**src/logic/scgsb_pkg.sv**
```systemverilog
// Package: map, field layout, reset values and carriers of the control bank
package scgsb_pkg;

    // ====================================================================
    // Register byte offsets
    localparam logic [11:0] OFS_PAD_OVERRIDE = 12'h40C; // Software pad override
    localparam logic [11:0] OFS_IDLE_REQ     = 12'h414; // Sleep requests
    localparam logic [11:0] OFS_IDLE_POLICY  = 12'h418; // Stall or error policy
    localparam logic [11:0] OFS_MISC_CLK     = 12'h41C; // Misc clock word
    localparam logic [11:0] OFS_TEMP_HIGH    = 12'h420; // Sensor test high
    localparam logic [11:0] OFS_TEMP_LOW     = 12'h424; // Sensor test low
    localparam logic [11:0] OFS_PAD_ROUTE    = 12'h428; // Pad routing word
    localparam logic [11:0] OFS_STATUS       = 12'h480; // Status snapshot
    localparam logic [11:0] OFS_ACK_STATUS   = 12'h484; // Acknowledge status

    // ====================================================================
    // Field positions
    localparam int MASK_LSB        = 16; // Write mask half
    localparam int CTL_WIDTH       = 16; // Writable lower half
    localparam int SLEEP_UNITS     = 10; // Interface units
    localparam int MISC_FUSE_DIV   = 2;
    localparam int MISC_PLL_CLAMP  = 1;
    localparam int MISC_CARD_INV   = 0;
    localparam int OVR_DDC_DATA    = 1;
    localparam int OVR_DDC_CLOCK   = 0;
    localparam int RT_COND_LSB     = 12; // Input conditioning 15:12
    localparam int RT_PULL_LSB     = 10; // Pull setting 11:10
    localparam int RT_CARD_PWR     = 9;
    localparam int RT_DDC_DATA     = 8;
    localparam int RT_DDC_CLOCK    = 7;
    localparam int RT_TEMP_CLK     = 6;
    localparam int RT_WIFI_SRC     = 5;
    localparam int RT_AUDIO_LSB    = 2;  // Audio output disables 4:2
    localparam int RT_AON_OUT      = 1;
    localparam int RT_AON_OE_N     = 0;

    // ====================================================================
    // Reset values
    localparam logic [15:0] RST_ZERO      = 16'h0000;
    localparam logic [15:0] RST_PAD_ROUTE = 16'hF800; // 15:12 and 11 set
    localparam logic [2:0]  RST_MISC      = 3'h0;

    // ====================================================================
    // Pad owner and carriers
    typedef enum logic [1:0] {
        OWN_HDMI   = 2'b00, // Display controller
        OWN_SERIAL = 2'b01, // Serial bus controller
        OWN_SW     = 2'b10  // Software pad control
    } scgsb_owner_e;

    typedef struct packed {
        logic       encoderVideoQuiet;
        logic       audioCodecMasterFlag;
        logic       internalMacPhyMode;    // 1 MII, 0 GMII
        logic       vdacCableDetect;
        logic       dispDmaDone;
        logic [5:0] timerRunning;          // Timer 5 down to 0
        logic       externalMacPortMode;
        logic       fuseProgBusyNonsecure;
        logic       fuseUserBusyNonsecure;
        logic       fuseProgBusySecure;
    } scgsb_status_s;

    typedef struct packed {
        scgsb_owner_e ddcDataOwner;
        scgsb_owner_e ddcClockOwner;
        logic         cardPowerPrimary;    // 1 primary, 0 external
        logic         tempConvClockInvert; // 1 while inverting
        logic         wifiClkFromOsc;      // 1 oscillator source
        logic [2:0]   audioOutDisable;     // 1 disables the line
        logic         aonPadOut;
        logic         aonPadOutEnN;        // Low drives the pad
        logic [1:0]   aonPadPull;
        logic [3:0]   ddcInputCond;        // Data, clock, hotplug, cec
    } scgsb_pad_s;

endpackage : scgsb_pkg

```
**src/logic/scgsb_mask_reg.sv**
```systemverilog
// Module: control word with per-bit write mask in the upper half
`timescale 1ns/1ps
`default_nettype none

module scgsb_mask_reg
    import scgsb_pkg::*;
#(
    parameter int          WIDTH     = 16,      // Stored bits
    parameter logic [15:0] RESET_VAL = 16'h0000 // Value after reset
) (
    input  wire logic             clk,
    input  wire logic             rstn,
    input  wire logic             wrEn,  // One access-phase write
    input  wire logic [31:0]      wdata, // Mask in 31:16, data in 15:0
    output logic      [WIDTH-1:0] value
);

    // ====================================================================
    // One flip-flop per bit, gated by its own mask bit
    genvar b;
    generate
        for (b = 0; b < WIDTH; b++) begin : gBit
            // Bit moves only when its mask bit is set
            always_ff @(posedge clk or negedge rstn) begin
                if (!rstn) begin
                    value[b] <= RESET_VAL[b];
                end else if (wrEn && wdata[MASK_LSB + b]) begin
                    value[b] <= wdata[b];
                end
            end
        end
    endgenerate

endmodule : scgsb_mask_reg

`default_nettype wire

```
**src/logic/scgsb_bank.sv**
```systemverilog
// Module: general control and status register bank behind an APB slave
//
// Local design decision: the APB register port.
`timescale 1ns/1ps
`default_nettype none

// Overview of operation
// - Mask bit n+16 gates write of bit n, except in the misc word
// - Ten bits request sleep of interface units
// - Sixteen bits: 0 error, 1 stall response
// - Misc bit 2 halves fuse clock rate
// - Misc bit 1 enables PLL clamp
// - Misc bit 0 inverts card detect input
// - Two 16-bit sensor test words, reset zero
// - Data pad: override, else serial or display
// - Clock pad: override, else serial or display
// - Route bit 9 picks card power source
// - Route bit 6 low inverts converter clock
// - Route bit 5 picks wireless clock source
// - Bits 4:2 disable audio outputs when set
// - Bit 1 pad value, bit 0 enable low
// - Pull bits 11:10 reset to 1 and 0
// - Conditioning bits 15:12 reset to one
// - Status 26:22 show pad input levels
// - Status 16:11 show timer enables
// - Status 20 and 10 show MAC modes
// - Status 19 detect, 18 DMA done; 17, 31:28 zero
// - Status 9:7 fuse busy, 27, 21 flags
// - Acknowledge status reads 0 when asserted

module scgsb_bank
    import scgsb_pkg::*;
(
    input  wire logic          clk,
    input  wire logic          rstn,
    input  wire logic [11:0]   paddr,
    input  wire logic          psel,
    input  wire logic          penable,
    input  wire logic          pwrite,
    input  wire logic [31:0]   pwdata,
    output logic               pready,
    output logic [31:0]        prdata,
    output logic               pslverr,
    input  wire scgsb_status_s statusIn,         // Same-clock status
    input  wire logic [9:0]    sleepAcknowledge, // Low while acknowledged
    input  wire logic [4:0]    padLevelPin,      // Cec, hpd, sda, scl, aon
    input  wire logic          cardDetectPin,    // Raw card detect pin
    output logic [9:0]         sleepReq,
    output logic [5:0]         sleepPolicyA,     // Upper policy bits 15:10
    output logic [15:0]        sleepAccessStallSel,
    output logic               fuseUserClkEn,    // Fuse clock enable pulse
    output logic               pllClampEn,
    output logic               cardDetect,       // Conditioned card detect
    output logic [15:0]        tempTestHigh,
    output logic [15:0]        tempTestLow,
    output scgsb_pad_s         padCtrl
);

    // ====================================================================
    // Bus phase decode
    logic        setupPhase;  // First cycle of a transfer
    logic        wrAccess;    // Write completes this edge
    logic        addrHit;     // Address maps to a register
    logic [31:0] readWord;    // Word selected for read

    assign setupPhase = psel && !penable;
    assign wrAccess   = psel && penable && pready && pwrite;
    // Writes land only at the access edge, so a
    // setup cycle cannot disturb a stored word

    // Per-register write strobes; exact compare,
    // so unlisted addresses hit nothing
    logic wrOverride;
    logic wrIdleReq;
    logic wrPolicy;
    logic wrMisc;
    logic wrTempHigh;
    logic wrTempLow;
    logic wrRoute;

    assign wrOverride = wrAccess && (paddr == OFS_PAD_OVERRIDE);
    assign wrIdleReq  = wrAccess && (paddr == OFS_IDLE_REQ);
    assign wrPolicy   = wrAccess && (paddr == OFS_IDLE_POLICY);
    assign wrMisc     = wrAccess && (paddr == OFS_MISC_CLK);
    assign wrTempHigh = wrAccess && (paddr == OFS_TEMP_HIGH);
    assign wrTempLow  = wrAccess && (paddr == OFS_TEMP_LOW);
    assign wrRoute    = wrAccess && (paddr == OFS_PAD_ROUTE);

    // ====================================================================
    // Masked control words and the unmasked misc word
    // Only the data half is kept; masks act once
    logic [15:0] idleReqWord;  // Sleep requests and upper policy
    logic [15:0] policyWord;   // Stall or error per link
    logic [15:0] routeWord;    // Pad routing word
    logic [1:0]  overrideWord; // Software pad overrides
    logic [2:0]  miscWord;     // Unmasked misc clock bits

    // Sleep requests in 9:0, policy bits above
    scgsb_mask_reg #(
        .WIDTH     (CTL_WIDTH),
        .RESET_VAL (RST_ZERO)
    ) uIdleReq (
        .clk   (clk),
        .rstn  (rstn),
        .wrEn  (wrIdleReq),
        .wdata (pwdata),
        .value (idleReqWord)
    );

    // Response policy while idle
    scgsb_mask_reg #(
        .WIDTH     (CTL_WIDTH),
        .RESET_VAL (RST_ZERO)
    ) uPolicy (
        .clk   (clk),
        .rstn  (rstn),
        .wrEn  (wrPolicy),
        .wdata (pwdata),
        .value (policyWord)
    );

    // Sensor test word, high half
    scgsb_mask_reg #(
        .WIDTH     (CTL_WIDTH),
        .RESET_VAL (RST_ZERO)
    ) uTempHigh (
        .clk   (clk),
        .rstn  (rstn),
        .wrEn  (wrTempHigh),
        .wdata (pwdata),
        .value (tempTestHigh)
    );

    // Sensor test word, low half
    scgsb_mask_reg #(
        .WIDTH     (CTL_WIDTH),
        .RESET_VAL (RST_ZERO)
    ) uTempLow (
        .clk   (clk),
        .rstn  (rstn),
        .wrEn  (wrTempLow),
        .wdata (pwdata),
        .value (tempTestLow)
    );

    // Pad routing; conditioning bits and pull bit 11 reset high, pull bit 10 low
    scgsb_mask_reg #(
        .WIDTH     (CTL_WIDTH),
        .RESET_VAL (RST_PAD_ROUTE)
    ) uRoute (
        .clk   (clk),
        .rstn  (rstn),
        .wrEn  (wrRoute),
        .wdata (pwdata),
        .value (routeWord)
    );

    // Software override of the two display pads
    scgsb_mask_reg #(
        .WIDTH     (2),
        .RESET_VAL (RST_ZERO)
    ) uOverride (
        .clk   (clk),
        .rstn  (rstn),
        .wrEn  (wrOverride),
        .wdata (pwdata),
        .value (overrideWord)
    );

    // Misc clock word has no mask: plain write of bits 2:0
    // Bits 31:3 are never stored, so read zero
    always_ff @(posedge clk or negedge rstn) begin
        if (!rstn) begin
            miscWord <= RST_MISC;
        end else if (wrMisc) begin
            miscWord <= pwdata[2:0];
        end
    end

    // Stored words drive their outputs straight from the flops
    // A second stage would only add lag
    // Upper policy bits share the request word
    assign sleepReq            = idleReqWord[SLEEP_UNITS-1:0];
    assign sleepPolicyA        = idleReqWord[15:10];
    assign sleepAccessStallSel = policyWord;
    assign pllClampEn          = miscWord[MISC_PLL_CLAMP];

    // ====================================================================
    // Pin synchronisers
    logic [4:0] padMeta;  // First stage, read only by second
    logic [4:0] padSync;  // Stable pad levels
    logic       cardMeta; // First stage of card detect
    logic       cardSync; // Stable card detect

    // Two flops per asynchronous pin
    // Pins are off clk; status lags two cycles
    // Logic reads only the second stage
    always_ff @(posedge clk or negedge rstn) begin
        if (!rstn) begin
            padMeta  <= 5'h00;
            padSync  <= 5'h00;
            cardMeta <= 1'b0;
            cardSync <= 1'b0;
        end else begin
            padMeta  <= padLevelPin;
            padSync  <= padMeta;
            cardMeta <= cardDetectPin;
            cardSync <= cardMeta;
        end
    end

    // ====================================================================
    // Derived pad and clock controls
    scgsb_owner_e next_ddcDataOwner;  // Data pad owner
    scgsb_owner_e next_ddcClockOwner; // Clock pad owner
    scgsb_pad_s   next_padCtrl;       // Full pad control word
    logic         next_fuseUserClkEn; // Fuse clock enable
    logic         fusePhase;          // Divide-by-2 phase

    // Override beats routing bit for each display pad
    // Owner code decoded separately for each pad
    assign next_ddcDataOwner =
        overrideWord[OVR_DDC_DATA] ? OWN_SW :
        routeWord[RT_DDC_DATA]     ? OWN_SERIAL : OWN_HDMI;
    assign next_ddcClockOwner =
        overrideWord[OVR_DDC_CLOCK] ? OWN_SW :
        routeWord[RT_DDC_CLOCK]     ? OWN_SERIAL : OWN_HDMI;

    // Collect the routing word into the pad carrier
    assign next_padCtrl = '{
        ddcDataOwner:        next_ddcDataOwner,
        ddcClockOwner:       next_ddcClockOwner,
        cardPowerPrimary:    routeWord[RT_CARD_PWR],
        tempConvClockInvert: !routeWord[RT_TEMP_CLK],
        wifiClkFromOsc:      routeWord[RT_WIFI_SRC],
        audioOutDisable:     routeWord[RT_AUDIO_LSB +: 3],
        aonPadOut:           routeWord[RT_AON_OUT],
        aonPadOutEnN:        routeWord[RT_AON_OE_N],
        aonPadPull:          routeWord[RT_PULL_LSB +: 2],
        ddcInputCond:        routeWord[RT_COND_LSB +: 4]
    };

    // Full rate when clear, every second cycle when set
    // Enable pulse, not a divided clock: no
    // second clock tree, one cycle of lag
    assign next_fuseUserClkEn =
        miscWord[MISC_FUSE_DIV] ? fusePhase : 1'b1;

    // Register derived outputs so each leaves from a flop
    // Costs a cycle after a write, but owners
    // never glitch while two route bits move
    always_ff @(posedge clk or negedge rstn) begin
        if (!rstn) begin
            // What the reset routing word decodes to
            padCtrl       <= '{default: '0,
                               ddcDataOwner: OWN_HDMI,
                               ddcClockOwner: OWN_HDMI,
                               tempConvClockInvert: 1'b1,
                               aonPadPull: 2'b10,
                               ddcInputCond: 4'hF};
            fusePhase     <= 1'b0;
            fuseUserClkEn <= 1'b0;
            cardDetect    <= 1'b0;
        end else begin
            padCtrl       <= next_padCtrl;
            fusePhase     <= !fusePhase;
            fuseUserClkEn <= next_fuseUserClkEn;
            cardDetect    <= cardSync ^ miscWord[MISC_CARD_INV];
        end
    end

    // ====================================================================
    // Read-only words
    logic [31:0] statusWord; // Snapshot of status sources
    logic [31:0] ackWord;    // Acknowledge levels

    // Upper reserved bits and bit 17 are tied to zero
    // Sources share clk: no synchroniser
    assign statusWord = {
        4'h0,
        statusIn.encoderVideoQuiet,
        padSync,
        statusIn.audioCodecMasterFlag,
        statusIn.internalMacPhyMode,
        statusIn.vdacCableDetect,
        statusIn.dispDmaDone,
        1'b0,
        statusIn.timerRunning,
        statusIn.externalMacPortMode,
        statusIn.fuseProgBusyNonsecure,
        statusIn.fuseUserBusyNonsecure,
        statusIn.fuseProgBusySecure,
        7'h00
    };

    // Acknowledge passes as is: 0 while asserted
    // Software sees the raw level
    assign ackWord = {22'h000000, sleepAcknowledge};

    // ====================================================================
    // Read selection; write mask half always reads zero
    // Reads change no stored word
    assign readWord =
        (paddr == OFS_PAD_OVERRIDE) ? {30'h00000000, overrideWord} :
        (paddr == OFS_IDLE_REQ)     ? {16'h0000, idleReqWord} :
        (paddr == OFS_IDLE_POLICY)  ? {16'h0000, policyWord} :
        (paddr == OFS_MISC_CLK)     ? {29'h00000000, miscWord} :
        (paddr == OFS_TEMP_HIGH)    ? {16'h0000, tempTestHigh} :
        (paddr == OFS_TEMP_LOW)     ? {16'h0000, tempTestLow} :
        (paddr == OFS_PAD_ROUTE)    ? {16'h0000, routeWord} :
        (paddr == OFS_STATUS)       ? statusWord :
        (paddr == OFS_ACK_STATUS)   ? ackWord : 32'h00000000;

    // Unmapped addresses answer with an error
    // Status words are mapped; writes dropped
    assign addrHit =
        (paddr == OFS_PAD_OVERRIDE) || (paddr == OFS_IDLE_REQ)  ||
        (paddr == OFS_IDLE_POLICY)  || (paddr == OFS_MISC_CLK)  ||
        (paddr == OFS_TEMP_HIGH)    || (paddr == OFS_TEMP_LOW)  ||
        (paddr == OFS_PAD_ROUTE)    || (paddr == OFS_STATUS)    ||
        (paddr == OFS_ACK_STATUS);

    // ====================================================================
    // Bus answer: one access cycle, read data caught at setup
    // Catching at setup keeps prdata a flop; status is one cycle old
    // No wait states: access follows setup
    // A write setup clears prdata to zero
    always_ff @(posedge clk or negedge rstn) begin
        if (!rstn) begin
            pready  <= 1'b0;
            pslverr <= 1'b0;
            prdata  <= 32'h00000000;
        end else if (setupPhase) begin
            pready  <= 1'b1;
            pslverr <= !addrHit;
            prdata  <= pwrite ? 32'h00000000 : readWord;
        end else begin
            pready  <= 1'b0;
            pslverr <= 1'b0;
        end
    end

endmodule : scgsb_bank

`default_nettype wire

```
**config.mk**
```make
export PLATFORM = sky130hd
export DESIGN_NAME = scgsb_bank
export DESIGN_NICKNAME = d
export VERILOG_FILES = /design/src/logic/scgsb_pkg.sv /design/src/logic/scgsb_mask_reg.sv /design/src/logic/scgsb_bank.sv
export SDC_FILE = /design/constraint.sdc
export NUM_CORES = 1
export LEC_CHECK = 0
export BUFFER_PORTS_ARGS = -buffer_cell sky130_fd_sc_hd__buf_4
export CORE_ASPECT_RATIO = 0.8
export CORE_MARGIN = 8
export CORE_UTILIZATION = 40
export DETAILED_ROUTE_END_ITERATION = 10
export SYNTH_ARGS = -nofsm -noshare
export SYNTH_HDL_FRONTEND = slang
export SYNTH_SLANG_ARGS = --single-unit
```
**constraint.sdc**
```tcl
create_clock -name clk -period 2.55 [get_ports clk]
set_input_delay 0.51 -clock clk [delete_from_list [all_inputs] [get_ports clk]]
set_output_delay 0.51 -clock clk [all_outputs]
set_load 0.01 [all_outputs]
```
### Word-level counts from Yosys, hierarchy flattened

Index checks and enable logic that the tools add are counted.

| cells by class | value |
|---|---|
| equality and inequality tests | 9 |
| muxes and demuxes | 17 |
| bitwise gates (word level) | 1 |
| reductions and logical operators | 105 |

Operators with widths:

| kind | number |
|---|---|
| two-way mux 28 bit | 9 |
| == test 12 x 11 -> 1 bit, second input constant | 9 |
| logical AND 1 bit | 93 |
| two-way mux 10 bit | 1 |
| logical OR 1 bit | 8 |
| two-way mux 1 bit | 5 |
| logical NOT 1 bit | 4 |
| two-way mux 2 bit | 2 |
| bitwise XOR 1 bit | 1 |

| storage, ports and cells | value |
|---|---|
| register bits | 152 |
| output and inout bits | 119 |
| word-level logic and storage cells | 235 |

### Depth between registers and ports, before layout

| depth | value |
|---|---|
| word-level depth | 11 |
| depth in mapped cells | 8 |

### Cells and area by module

A second synthesis with hierarchy kept.

| unflattened totals | value |
|---|---|
| cells, all modules | 615 |
| area, all modules | 7069.3 um^2 |

Modules (own cells, without submodules):

| module | times used | cells an instance | area each (um^2) | seq. area each (um^2) |
|---|---|---|---|---|
| scgsb_bank | 1 | 359 | 3472.1 | 1634.1 |
| scgsb_mask_reg at uIdleReq ... | 4 | 50 | 700.7 | 400.4 |
| scgsb_mask_reg at uRoute | 1 | 50 | 706.9 | 406.6 |
| scgsb_mask_reg at uOverride | 1 | 6 | 87.6 | 50.0 |

### Worst setup path after synthesis

OpenSTA, ideal clock, no wires.

| timing path | value |
|---|---|
| path kind | input port to flip-flop |
| start | input port paddr[7] |
| end | register uTempLow.value[4] |
| library setup time | 0.127 ns |
| data arrival time | 2.085 ns |
| required time | 2.423 ns |
| path slack | 0.338 ns |
| stages on the path | 7 |
| buffers on the path | 2 |
| cell sequence | buf_4 -> nor4b_4 -> nand2_2 -> nor3_4 -> buf_2 -> nand2_1 -> mux2_1 |

| on the way | value |
|---|---|
| longest elaborated chain between the ends | 3 |

Ends and longest elaborated chain:

| element | RTL line | text |
|---|---|---|
| start: declaration | scgsb_bank.sv:36 | `input wire logic [11:0] paddr,` |
| == test 12 x 11 -> 1 bit | scgsb_bank.sv:86 | `assign wrTempLow = wrAccess && (paddr == OFS_TEMP_LOW);` |
| logical AND 1 bit | scgsb_bank.sv:86 |  |
| logical AND 1 bit | scgsb_mask_reg.sv:27 | `end else if (wrEn && wdata[MASK_LSB + b]) begin` |
| end signal: indexed assignment | scgsb_mask_reg.sv:26 | `value[b] <= RESET_VAL[b];` |
| end signal: indexed assignment | scgsb_mask_reg.sv:28 | `value[b] <= wdata[b];` |
| end: declaration | scgsb_mask_reg.sv:15 | `output logic [WIDTH-1:0] value` |

No other way between the ends.
A chain may end at the register's enable or synchronous reset.

### Final worst setup path

| timing path | value |
|---|---|
| start | input port paddr[7] |
| end | register uTempHigh.value[4] |

| on the way | value |
|---|---|
| longest elaborated chain between the ends | 3 |

Ends and longest elaborated chain:

| element | RTL line | text |
|---|---|---|
| == test 12 x 11 -> 1 bit | scgsb_bank.sv:85 | `assign wrTempHigh = wrAccess && (paddr == OFS_TEMP_HIGH);` |
| logical AND 1 bit | scgsb_bank.sv:85 |  |
| logical AND 1 bit | scgsb_mask_reg.sv:27 |  |
| end signal: indexed assignment | scgsb_mask_reg.sv:26 |  |
| end signal: indexed assignment | scgsb_mask_reg.sv:28 |  |
| end: declaration | scgsb_mask_reg.sv:15 |  |

No other way between the ends.

==> run metrics <==
Worst R2R Start=pready$_DFF_PN0_; final period utilization=~76%; WP buf/inv=3; CP startpoint=paddr[7]; port bufs=approximately 190; count of final hold-check violations=0; vias in the first global route=just over 6,000; Post-synth EDFFs=0; antenna-violating nets left=0; Sw Share=about 25%; CP startpoint kind=input pin; Final HPWL DP=~16,000 um; register area share after synthesis=between 50% and 60%; Avg Cell Area, Syn=~11 sq um; Worst slew margin=a little under two thirds; NetSw=1.28 mW; crit path kind=input pin to register; Post-Synth XOR/XNOR Area=0.131%; I/O pin count=199; Primary FF master, synth=dfrtp_1; FP Rows=42; mapped cell area=between 6000 and 7000 sq um; TritonRoute pass-1 iters=5; Worst-Skew Late Latency=around 0.43 ns; Internal Power=3.75 mW; static leakage=4.47 nW; final setup TNS=0 ns; post-synthesis adder-cell area fraction=0%; Max stage delay on crit path=between 0.3 and 0.4 ns; Total GRT Usage=21.3%; Placed Area=~8600 sq um; Total Power=~5 mW; Slew Viols, Final=0; # resized after CTS=0; largest net degree at the start of global routing=54; Reg power frac=between 40 and 50%; final setup skew=roughly 0.0084 ns; Levels on crit path=8; Crit-path slowest cell=nor4b_4; r2r endpoint=uRoute.value[10]$_DFFE_PN0P_; asr flop ratio synth=100%; Comb power frac=6.7%; nets=approximately 900; first-pass GRT wire length=around 35,000 um; R2R Setup Slk=0.86 ns; Antenna diodes=0; post-synthesis simple-gate area fraction=approximately 14%; Final Critical Period=1.93 ns; Remaining DRCs=0; vias post-DR=between 5,000 and 6,000; Worst setup endpoint=uTempHigh.value[4]$_DFFE_PN0P_; post-synthesis mux area share=between 10% and 20%; CTS max path bufs=2; drt wl/cell=about 21 um; Slew @ Worst Pin=approximately 0.54 ns; CTS Buf Count=17; post-synth top area share=between 50% and 60%; register bit count reported by yosys=147; Clock Power Share=46.6%; antenna violations before repair=0; area of the die=roughly 21,000 sq um; Top Family by Delay on Critical Path=simple AND/OR/NAND/NOR gates; unrepaired setup endpoints after global routing=no; Die Ht=between 100 and 150 um; H-tree level count=4; worst-path cell chain=buf_4 > nor4b_4 > buf_12 > nand4_4 > nor2_4 > buf_4 > nand2_1 > mux2_1; Final Cell Area=9130 sq um; Horiz. Die Dim=about 160 um; core box area=about 16,000 sq um; Yosys Warn Count=0; vias per cell=roughly 5.5; hold buffers post-CTS=0; worst reg-to-reg path cell count=6; Post-Synthesis Cells=a little under 600; Area growth syn-to-layout=36.4%; Initial Utilization=40.7%; pre-CTS setup slack=0.202 ns; VDD IR max=around 0.00045 V; largest family of logic cells by synthesized area=simple AND/OR/NAND/NOR gates; post-synthesis cell type count=50; status=complete, no violations; top cells by count, synth=dfrtp_1 (136), nand2_1 (96), mux2_1 (46); Worst path most repeated cell=buf_4; post-synthesis compound-gate area fraction=12.8%; CP Max Fanout=22; gr ovfl total=0; DR iter-0 viols=about 360; Hold/Removal Path Class=input pin to async pin; required time worst endpoint=2.86 ns; clock sinks=approximately 150; most frequent cell after synthesis=dfrtp_1; area leader, netlist=dfrtp_1; setup ws final=about 0.62 ns; Power Dens Cells=between 500 and 600 nW/um^2; Clock transition at path regs=around 0.060 ns; Max Fclk=0.519 GHz; Root Buffer=clkbuf_16; Synth area leaders=dfrtp_1 (51%), mux2_1 (7.7%), mux2_2 (6.2%), nand2_1 (5.4%), dfstp_2 (4.3%); DRT Wirelength=22,100 um; Setup crit end kind=register; CTS tree=done; # setup viols final=0; CP Data Arrival Time=2.24 ns; Post-CTS Setup Inserts=0; gpl congestion=about 0.87; layout cells sized above 1=between 40% and 50%; max_cap viols=0
## through the flow
stage | instances | util (%) | hold slack, ns
global placement | 1003 | 52.2 | 0.333
detailed placement | 1003 | 52.2 | 0.335
floorplan | 590 | - | 0.214
global route | 1035 | 55.5 | 0.0668
finish | 1035 | 55.5 | 0.0211
CTS | 1035 | 55.5 | 0.0466
## sequential cells by signal (all words and copies together) (netlist names)
register / cells
padMeta: 5
cardMeta: 1
uOverride.value: 2
pslverr: 1
uIdleReq.value: 16
cardSync: 1
prdata: 27
miscWord: 3
uTempLow.value: 16
padSync: 5
uPolicy.value: 16
fuseUserClkEn: 1
padCtrl: 18
fusePhase: 1
uTempHigh.value: 16
uRoute.value: 16
cardDetect: 1
pready: 1
## placed cells by master, fill, tap and decap left out, types with 7 or more instances in the layout
cell / count
a22oi_1: 13
a21oi_1: 13
o22ai_1: 12
mux2_1: 46
buf_4: 224
dfstp_2: 11
a22o_1: 28
clkbuf_16: 17
o21ai_0: 23
nor2_1: 11
mux2_2: 37
dfrtp_1: 136
nand2b_1: 7
inv_6: 7
inv_1: 18
nand3_1: 17
nand2_1: 96
nor2b_1: 15
## worst reg2reg max path, cell delays in order (launching register included)
cell and delay (ns):
dfrtp_1 0.42, nand4_1 0.11, buf_4 0.19, nor3_4 0.17, buf_4 0.28, nand2_1 0.10
mux2_1 0.31
## how the worst min path moves through the flow
stage | from | endpoint | slack [ns] | cells past startpoint
detailed placement | padMeta[3]$_DFF_PN0_ | padSync[3]$_DFF_PN0_ | 0.33 | 0
finish | rstn | uIdleReq.value[0]$_DFFE_PN0P_ | 0.02 | 1
CTS | rstn | uIdleReq.value[0]$_DFFE_PN0P_ | 0.05 | 1
global route | rstn | uIdleReq.value[0]$_DFFE_PN0P_ | 0.07 | 1
floorplan | rstn | cardDetect$_DFF_PN0_ | 0.21 | 0
global placement | padMeta[1]$_DFF_PN0_ | padSync[1]$_DFF_PN0_ | 0.33 | 0
## cells by family after synthesis
kind of cell	after synthesis
compound gates	119
xor+xnor	1
other cells	1
simple gates	181
mux	83
flops	147
buf+inv	54
## per-layer routing
layer | GRT usage [%] | vias to the layer above | routed length [um]
met1 | 28.3 | 2838 | 9830
met5 | 0 | - | 0
li1 | - | 2529 | -
met3 | 7.02 | 39 | 1970
met2 | 32.0 | 249 | 9850
met4 | 7.31 | 0 | 443
## cell type report
type,instances,area (sq um)
timing repair buffer,229,1770
sequential,147,3690
multi-input combinational,389,2780
clock buffer,17,425
tap,220,275
clock inverter,15,124
fill,1448,7320
inverter,18,67.6
## power groups by stage
stage | Clock (mW) | Sequential [mW] | Combinational, mW
after floorplan | 0 | 2.39 | 0.104
after global placement | 0 | 2.39 | 0.334
after detailed placement | 0 | 2.39 | 0.339
after CTS | 2.38 | 2.35 | 0.340
after global routing | 2.49 | 2.35 | 0.368
final | 2.34 | 2.35 | 0.339
Note: power is estimated with default switching activity, not from simulation.
